$ cat config.mk
export PLATFORM = sky130hd
export DESIGN_NAME = mqp_regs
export DESIGN_NICKNAME = d
export VERILOG_FILES = /design/src/core/mqp_pkg.sv /design/src/core/mqp_regs.sv /design/src/core/mqp_ptr_reg.sv
export SDC_FILE = /design/constraint.sdc
export NUM_CORES = 1
export LEC_CHECK = 0
export BUFFER_PORTS_ARGS = -buffer_cell sky130_fd_sc_hd__buf_2
export CAP_MARGIN = 30
export CORE_MARGIN = 4
export CORE_UTILIZATION = 47
export CTS_CLUSTER_SIZE = 14
export DETAILED_ROUTE_END_ITERATION = 10
export HOLD_SLACK_MARGIN = 0.05
export PLACE_DENSITY = 0.77
export SYNTH_ARGS = -nofsm -noshare
export SYNTH_HDL_FRONTEND = slang
export SYNTH_SLANG_ARGS = --single-unit
$ cat constraint.sdc
create_clock -name pclk -period 2.45 [get_ports pclk]
set_input_delay 0.1225 -clock pclk [delete_from_list [all_inputs] [get_ports pclk]]
set_output_delay 0.1225 -clock pclk [all_outputs]
set_load 0.05 [all_outputs]
$ cat src/core/mqp_pkg.sv
/*
  constants, field layouts, carriers and helpers for the message queue
  pointer registers.
  assumes a 32-bit apb register port and a 12-bit byte address window.
*/
package mqp_pkg;

  // ****************************************************
  // register offsets (byte addresses)
  // ****************************************************
  localparam int unsigned AW       = 12;
  localparam logic [11:0] OFS_CTRL = 12'h200;
  localparam logic [11:0] OFS_IFT  = 12'h204;
  localparam logic [11:0] OFS_IFB  = 12'h208;
  localparam logic [11:0] OFS_IPT  = 12'h20c;
  localparam logic [11:0] OFS_IPB  = 12'h210;
  localparam logic [11:0] OFS_OFT  = 12'h214;
  localparam logic [11:0] OFS_OFB  = 12'h218;
  localparam logic [11:0] OFS_OPT  = 12'h21c;
  localparam logic [11:0] OFS_STAT = 12'h224;

  // ****************************************************
  // pointer indices
  // ****************************************************
  localparam int unsigned NPTR    = 7;
  localparam int unsigned P_IFT   = 0;
  localparam int unsigned P_IFB   = 1;
  localparam int unsigned P_IPT   = 2;
  localparam int unsigned P_IPB   = 3;
  localparam int unsigned P_OFT   = 4;
  localparam int unsigned P_OFB   = 5;
  localparam int unsigned P_OPT   = 6;
  localparam logic [6:0]  DEV_OWN = 7'h16;
  localparam logic [6:0]  BOT_SET = 7'h2a;
  localparam logic [11:0] PTR_OFS [NPTR] = '{OFS_IFT, OFS_IFB, OFS_IPT, OFS_IPB,
                                             OFS_OFT, OFS_OFB, OFS_OPT};

  // ****************************************************
  // field layout and reset values
  // ****************************************************
  localparam int unsigned BASE_LSB = 20;
  localparam int unsigned BASE_W   = 12;
  localparam int unsigned OFF_LSB  = 2;
  localparam int unsigned OFF_W    = 18;
  localparam int unsigned SIZE_LSB = 0;
  localparam int unsigned SIZE_W   = 3;
  localparam int unsigned BRO_BIT  = 3;
  localparam int unsigned DIS_BIT  = 4;
  localparam int unsigned FULL_LSB = 4;
  localparam logic [31:0] ALL_ONES = 32'hffff_ffff;
  localparam logic [17:0] OFF_RST  = 18'h0_0000;
  localparam logic [17:0] OFF_ONE  = 18'h0_0001;
  localparam logic [11:0] BASE_RST = 12'h000;
  localparam logic [2:0]  SIZE_RST = 3'h0;

  // ****************************************************
  // queue size codes
  // ****************************************************
  localparam logic [2:0] SZ_256 = 3'h0;
  localparam logic [2:0] SZ_1K  = 3'h1;
  localparam logic [2:0] SZ_4K  = 3'h2;
  localparam logic [2:0] SZ_16K = 3'h3;
  localparam logic [2:0] SZ_64K = 3'h4;

  // ****************************************************
  // carriers
  // ****************************************************
  typedef struct packed {
    logic in_free_take;
    logic in_post_put;
    logic out_free_take;
  } mqp_inc_type;

  typedef struct packed {
    logic [2:0] empty;
    logic [2:0] full;
  } mqp_flags_type;

  typedef struct packed {
    logic [31:0] in_free_bottom;
    logic [31:0] in_post_top;
    logic [31:0] in_post_bottom;
    logic [31:0] out_free_top;
    logic [31:0] out_free_bottom;
    logic [31:0] out_post_top;
  } mqp_addr_type;

  // ****************************************************
  // helpers
  // ****************************************************
  function automatic logic [17:0] mqp_size_mask(input logic [2:0] code);
    case (code)
      SZ_256:  return 18'h0_00ff;
      SZ_1K:   return 18'h0_03ff;
      SZ_4K:   return 18'h0_0fff;
      SZ_16K:  return 18'h0_3fff;
      SZ_64K:  return 18'h0_ffff;
      default: return 18'h0_00ff;
    endcase
  endfunction

  function automatic logic [17:0] mqp_next_off(input logic [17:0] off,
                                               input logic [2:0]  code);
    logic [17:0] m;
    m = mqp_size_mask(code);
    return (off & ~m) | ((off + OFF_ONE) & m);
  endfunction

  function automatic logic [31:0] mqp_word(input logic [11:0] base,
                                           input logic [17:0] off);
    return {base, off, 2'b00};
  endfunction

endpackage

$ cat src/core/mqp_regs.sv
/*
  message queue pointer registers behind an apb slave.
  assumes device logic on pclk gives one-cycle advance strobes.
*/
`timescale 1ns/100ps

module mqp_regs #(
  parameter int unsigned APB_AW = 12
) (
  // clock and reset
  input  wire logic                  pclk,
  input  wire logic                  presetn,
  // apb slave
  input  wire logic                  psel,
  input  wire logic                  penable,
  input  wire logic                  pwrite,
  input  wire logic [APB_AW-1:0]     paddr,
  input  wire logic [31:0]           pwdata,
  output logic      [31:0]           prdata,
  output logic                       pready,
  output logic                       pslverr,
  // device side
  input  wire mqp_pkg::mqp_inc_type  dev_inc,
  output mqp_pkg::mqp_addr_type      queue_addr,
  output mqp_pkg::mqp_flags_type     queue_flags
);

  if (APB_AW < mqp_pkg::AW) begin : g_aw_check
    $error("APB_AW too small for the register window");
  end

  // ****************************************************
  // control register
  // ****************************************************
  logic [11:0] queue_base_addr_r;
  logic [2:0]  size_r;
  logic        bottom_read_option_r;
  logic        queue_access_disable_r;
  logic [11:0] addr;
  logic        setup;
  logic        wr_acc;
  logic        hit_ctrl;
  logic        hit_stat;
  logic [6:0]  hit_ptr;
  logic        hit_any;

  assign addr     = paddr[11:0];
  assign setup    = psel && !penable;
  assign wr_acc   = psel && penable && pwrite;
  assign hit_ctrl = addr == mqp_pkg::OFS_CTRL;
  assign hit_stat = addr == mqp_pkg::OFS_STAT;
  assign hit_any  = hit_ctrl || hit_stat || (|hit_ptr);
  assign pready   = 1'b1;
  assign pslverr  = psel && penable && !hit_any;

  always_ff @(posedge pclk or negedge presetn) begin
    if (!presetn) begin
      queue_base_addr_r      <= mqp_pkg::BASE_RST;
      size_r                 <= mqp_pkg::SIZE_RST;
      bottom_read_option_r   <= 1'b0;
      queue_access_disable_r <= 1'b0;
    end else if (wr_acc && hit_ctrl) begin
      queue_base_addr_r      <= pwdata[mqp_pkg::BASE_LSB +: mqp_pkg::BASE_W];
      size_r                 <= pwdata[mqp_pkg::SIZE_LSB +: mqp_pkg::SIZE_W];
      bottom_read_option_r   <= pwdata[mqp_pkg::BRO_BIT];
      queue_access_disable_r <= pwdata[mqp_pkg::DIS_BIT];
    end
  end

  // ****************************************************
  // pointer registers
  // ****************************************************
  logic [17:0] off [mqp_pkg::NPTR];
  logic [6:0]  ptr_inc;
  logic [6:0]  ptr_wr;

  assign ptr_inc[mqp_pkg::P_IFT] = 1'b0;
  assign ptr_inc[mqp_pkg::P_IFB] = dev_inc.in_free_take;
  assign ptr_inc[mqp_pkg::P_IPT] = dev_inc.in_post_put;
  assign ptr_inc[mqp_pkg::P_IPB] = 1'b0;
  assign ptr_inc[mqp_pkg::P_OFT] = dev_inc.out_free_take;
  assign ptr_inc[mqp_pkg::P_OFB] = 1'b0;
  assign ptr_inc[mqp_pkg::P_OPT] = 1'b0;

  genvar gi;
  for (gi = 0; gi < mqp_pkg::NPTR; gi++) begin : g_ptr
    assign hit_ptr[gi] = addr == mqp_pkg::PTR_OFS[gi];
    assign ptr_wr[gi]  = wr_acc && hit_ptr[gi] && !queue_access_disable_r;
    mqp_ptr_reg #(
      .DEV_OWNED (mqp_pkg::DEV_OWN[gi])
    ) u_ptr (
      .pclk      (pclk),
      .presetn   (presetn),
      .wr_en     (ptr_wr[gi]),
      .wr_off    (pwdata[mqp_pkg::OFF_LSB +: mqp_pkg::OFF_W]),
      .inc       (ptr_inc[gi]),
      .size_code (size_r),
      .off_r     (off[gi])
    );
  end

  // ****************************************************
  // device view and flags
  // ****************************************************
  logic [2:0] q_eq;
  logic [2:0] q_full;
  logic [2:0] empty_r;
  logic [2:0] full_r;

  assign queue_addr.in_free_bottom  = mqp_pkg::mqp_word(queue_base_addr_r, off[mqp_pkg::P_IFB]);
  assign queue_addr.in_post_top     = mqp_pkg::mqp_word(queue_base_addr_r, off[mqp_pkg::P_IPT]);
  assign queue_addr.in_post_bottom  = mqp_pkg::mqp_word(queue_base_addr_r, off[mqp_pkg::P_IPB]);
  assign queue_addr.out_free_top    = mqp_pkg::mqp_word(queue_base_addr_r, off[mqp_pkg::P_OFT]);
  assign queue_addr.out_free_bottom = mqp_pkg::mqp_word(queue_base_addr_r, off[mqp_pkg::P_OFB]);
  assign queue_addr.out_post_top    = mqp_pkg::mqp_word(queue_base_addr_r, off[mqp_pkg::P_OPT]);

  for (gi = 0; gi < 3; gi++) begin : g_q
    assign q_eq[gi]   = off[2*gi] == off[2*gi+1];
    assign q_full[gi] = mqp_pkg::mqp_next_off(off[2*gi], size_r) == off[2*gi+1];
  end

  always_ff @(posedge pclk or negedge presetn) begin
    if (!presetn) begin
      empty_r <= 3'h7;
      full_r  <= 3'h0;
    end else begin
      empty_r <= q_eq;
      full_r  <= q_full;
    end
  end

  assign queue_flags.empty = empty_r;
  assign queue_flags.full  = full_r;

  // ****************************************************
  // read path
  // ****************************************************
  logic [31:0] ctrl_word;
  logic [31:0] stat_word;
  logic [31:0] ptr_word;
  logic [31:0] rd_word;
  logic [2:0]  sel_idx;
  logic        bot_ones;
  logic [31:0] prdata_r;

  always_comb begin
    sel_idx = 3'h0;
    for (int i = 0; i < mqp_pkg::NPTR; i++) begin
      if (hit_ptr[i]) begin
        sel_idx = 3'(i);
      end
    end
  end

  assign ctrl_word = {queue_base_addr_r, 15'h0000, queue_access_disable_r,
                      bottom_read_option_r, size_r};
  assign stat_word = {25'h000_0000, full_r, 1'b0, empty_r};
  assign bot_ones  = bottom_read_option_r && mqp_pkg::BOT_SET[sel_idx]
                  && q_eq[sel_idx[2:1]];
  assign ptr_word  = (queue_access_disable_r || bot_ones) ? mqp_pkg::ALL_ONES
                   : mqp_pkg::mqp_word(queue_base_addr_r, off[sel_idx]);
  assign rd_word   = ({32{hit_ctrl}} & ctrl_word) | ({32{hit_stat}} & stat_word)
                   | ({32{|hit_ptr}} & ptr_word);

  always_ff @(posedge pclk or negedge presetn) begin
    if (!presetn) begin
      prdata_r <= 32'h0000_0000;
    end else if (setup && !pwrite) begin
      prdata_r <= rd_word;
    end
  end

  assign prdata = prdata_r;

  logic ifb_wr;
  logic ipt_wr;
  logic oft_wr;
  assign ifb_wr = ptr_wr[mqp_pkg::P_IFB];
  assign ipt_wr = ptr_wr[mqp_pkg::P_IPT];
  assign oft_wr = ptr_wr[mqp_pkg::P_OFT];
endmodule

$ cat src/core/mqp_ptr_reg.sv
/*
  one queue pointer offset register: software load, device advance.
  assumes write and advance strobes come from logic on pclk.
*/
`timescale 1ns/100ps
module mqp_ptr_reg #(
  parameter bit DEV_OWNED = 1'b0
) (
  // clock and reset
  input  wire logic        pclk,
  input  wire logic        presetn,
  // software load
  input  wire logic        wr_en,
  input  wire logic [17:0] wr_off,
  // device advance
  input  wire logic        inc,
  input  wire logic [2:0]  size_code,
  // offset
  output logic      [17:0] off_r
);

  // ****************************************************
  // next offset
  // ****************************************************
  logic [17:0] off_nxt;
  logic        adv;

  assign adv     = DEV_OWNED && inc;
  assign off_nxt = wr_en ? wr_off
                 : adv   ? mqp_pkg::mqp_next_off(off_r, size_code)
                 : off_r;

  always_ff @(posedge pclk or negedge presetn) begin
    if (!presetn) begin
      off_r <= mqp_pkg::OFF_RST;
    end else begin
      off_r <= off_nxt;
    end
  end

endmodule

==> out/metrics.sh <==
SYNTH-SEQ-CELLS=181
VDD.IR_DROP.WORST_mV=0.537
PORTBUFFERS=270
FINAL_LAYOUT_SIZE_SUFFIX_GT1_SHARE_PCT=34.1
CTS.SINK_COUNT=181
CRITPATHBUFINV=1
POSTSYNTHCELLCOUNT=1191
POWER_PER_CELL_AREA_mW_PER_MM2=661
ROUTE.FINAL.WIRE_LENGTH_MM=38.8
CRITPATHREQUIREDTIME_PS=2780
CRITICAL_PATH.ENDPOINT_TYPE='flop'
DIE_WIDTH_UM=162
TIMING.FINAL.HOLD_VIOLATIONS=0
POST-ROUTE-DRC-COUNT=0
POSTCTSSETUPREPAIRBUFS=0
FINALSETUPVIOLATIONS=0
DESIGN.DIE.AREA_MM2=0.0262
GLOBAL_ROUTE.OVERFLOW_TOTAL=0
DESIGN_POWER_TOTAL_mW=8.94
CLOCK_TREE.HTREE_LEVEL_COUNT=4
SYNTH_ENABLE_FLOP_CELLS=0
CLOCK_LATENCY_PS=440
CTS_TREE='built'
CLOCKBUFFERDEPTH=2
GRT_ANTENNA_BEFORE_REPAIR=2
FINAL.SETUP_SKEW_PS=11.1
SLEW_VIOL_FINAL=0
CP-START-KIND='flop'
GRT_MAX_DEGREE=67
PLACEMENTROWS=56
CTSROOTBUFFERMASTER='clkbuf_16'
CTS-BUFFERS-INSERTED=17
POST-ROUTE-UTIL_PCT=57.8
TOTAL_NUMBER_OF_NETS_IN_THE_FINAL_DESIGN=1488
RUN_STATUS='finished clean'
GP_WEIGHTED_CONGESTION=0.979
CP_MAX_FO=8
SYNTH_COMMON_CELLS='dfrtp_1 (178), nand2_1 (155), mux2_2 (94), xor2_1 (94), buf_4 (73)'
GRT_FIRST_PASS_WIRELENGTH_MM=58.9
POST-ROUTE-MIN-PERIOD_PS=2320
CPMAXSTAGEDELAYCELL='or4b_2'
POST_DRT_WL_PER_CELL_UM=22.0
DRT_ANTENNA_NET_COUNT=0
DETAILROUTE.VIA_COUNT=10265
GR-USAGE-ALL-LAYERS_PCT=29.1
CRITPATHMAXSTAGEDELAY_PS=660
CLOCK_SLEW_SEEN_BY_THE_REGISTERS_OF_THE_WORST_SETUP_AND_HOLD_PATHS_PS=70
YOSYSSEQAREASHARE_PCT=40.8
NETLIST.AREA_LEADER.SHARE_PCT=40.1
EFFECTIVE_UTILIZATION_AT_FLOORPLAN_PCT=47.5
AREA_INSIDE_THE_CORE_BOUNDARY_MM2=0.0234
SYNTH.YOSYS.WARNINGS=0
CRITPATHKIND='flop to flop'
TIMING.SLEW.HEADROOM_PCT=60.8
DP_HPWL_MM=28.5
FIRST_GLOBAL_VIAS=10000
DETAIL_ROUTE.ITER0.VIOLATIONS=1011
CAP_VIOLATIONS=0
VIAS_PER_CELL=5.81
RSZ0062_AT_GRT='false'
SYNTHESIS.AREA_MM2=0.0111
FLOW.AREA_GROWTH_FROM_SYNTHESIS_PCT=21.6
PERIOD_SHARE_PCT=94.5
CRIT_CHAIN='inv_1 > nor3_1 > nand4_1 > xnor2_1 > or4b_2 > nor4_4'
YOSYS.AREA.TOP_TYPE='dfrtp_1'
SYNTHFLOPTYPE='dfrtp_1'
YS_TOP_CELLS_BY_AREA='dfrtp_1 (40%), mux2_2 (9.5%), xor2_1 (7.4%)'
NUMBER_OF_DISTINCT_LIBRARY_CELLS_AFTER_SYNTHESIS=68
AVGSYNTHCELLAREA_UM2=9.34
SYNTH_MOST_COMMON_CELL='dfrtp_1'
ASYNC_RESET_FF_SHARE_PCT=100
HOLD_PATH_CLASS='input pin to flop'
LEAK_PWR_nW=7.00
DIE_HEIGHT_UM=162
CRIT_ARRIVAL_PS=2650
CP_TOP_FAMILY='simple AND/OR/NAND/NOR gates'
TIMING.FMAX_GHz=0.432
NUM_IO_PINS=284
DETAILEDROUTE.FIRSTPASSITERATIONCOUNT=5
WORST_SLEW_PIN_SLEW_PS=586
## worst paths after layout
| kind | slack [ps] | from | depth (start not counted) | end |
|---|---|---|---|---|
| max | 130 | g_ptr[0].u_ptr.off_r[4] | 6 | full_r[0] |
| min | 60 | pwdata[15] | 3 | flop |
| max reg2reg | 130 | g_ptr[0].u_ptr.off_r[4] | 6 | full_r[0] |
| min reg2reg | 480 | prdata[1] | 2 | prdata[1] |
| max in group asynchronous | 1400 | presetn | 3 | empty_r[2] |
| min in group asynchronous | 240 | presetn | 2 | g_ptr[6].u_ptr.off_r[5] |
## routing by layer
layer	up-vias	track usage, %	part of all wire, %
met2	553	45.4	46
met4	0	11.7	3.9
met3	80	7.36	10
li1	4636	-	-
met1	4996	38.9	40
met5	-	0	0
## where the power goes
| part | internal, mW | leakage (nW) | switching, mW |
|---|---|---|---|
| Clock | 1.46 | 0.280 | 1.31 |
| Combinational | 0.870 | 4.26 | 1.80 |
| Sequential | 3.17 | 2.46 | 0.328 |
| Total | 5.50 | 7.00 | 3.43 |
## layout make-up
type / count / area (um2)
fillers: 2135 / 9880
multi-input cells: 865 / 5780
flip-flops and latches: 181 / 4530
repair buffers: 362 / 2210
clock buffers: 18 / 439
well taps: 319 / 399
clock inverters: 14 / 140
inverters: 5 / 18.8
diodes: 2 / 5.00
## kinds of logic after synthesis
logic type / count (synthesis) / synth area share (%)
multiplexers: 99 / 9.97
flip-flops: 181 / 40.8
AND/OR/NAND/NOR: 412 / 18.4
XOR/XNOR: 125 / 9.85
AO/OA/AOI/OAI: 212 / 12.4
adder cells (fa/ha/maj): 4 / 0.450
other: 2 / 0.0675
buffers and inverters: 156 / 8.06
## worst register-to-register path, delay by kind of cell, from the launching register on
kind / cells / cell delay (ps)
simple gates: 4 / 1330
flops: 1 / 530
xor+xnor: 1 / 150
buf+inv: 1 / 180
## stage by stage
| step | cells | setup slack (ps) | instance area [um2] | hold WS [ps] | TNS [ps] |
|---|---|---|---|---|---|
| 2_1_floorplan | 1202 | 21.3 | 11200 | -173 | 0 |
| 3_3_place_gp | 1712 | -23.8 | 12700 | 142 | -406 |
| 3_5_place_dp | 1712 | -66.2 | 12700 | 140 | -1140 |
| 4_1_cts | 1764 | 31.4 | 13500 | 51.4 | 0 |
| 5_1_grt | 1766 | 15.0 | 13500 | 58.2 | 0 |
| 6_report | 1766 | 134 | 13500 | 63.7 | 0 |
## registers in the layout (all words and copies together), names as in the netlist, named ones only
register	cells
g_ptr.u_ptr.off_r	118
prdata	32
queue_base_addr_r	12
empty_r	3
full_r	3
size_r	3
bottom_read_option_r	1
queue_access_disable_r	1
## timing repair
item                       4_1_cts  5_1_grt
gates resized for setup          0        3
hold buffers                    20        0
hold endpoints to repair        79        0
setup endpoints to repair        0        1
## layout by cell type (no fill, tap or decap), types with 20 or more instances in the layout
cell type / instances
a21oi_1: 46
a22oi_1: 30
buf_2: 269
buf_4: 63
dfrtp_1: 178
dlygate4sd3_1: 20
mux2_2: 94
nand2_1: 155
nand3_1: 42
nand4_1: 32
nor2_1: 72
o21ai_0: 60
xnor2_1: 30
xor2_1: 94
(Power assumes the default switching activity.)
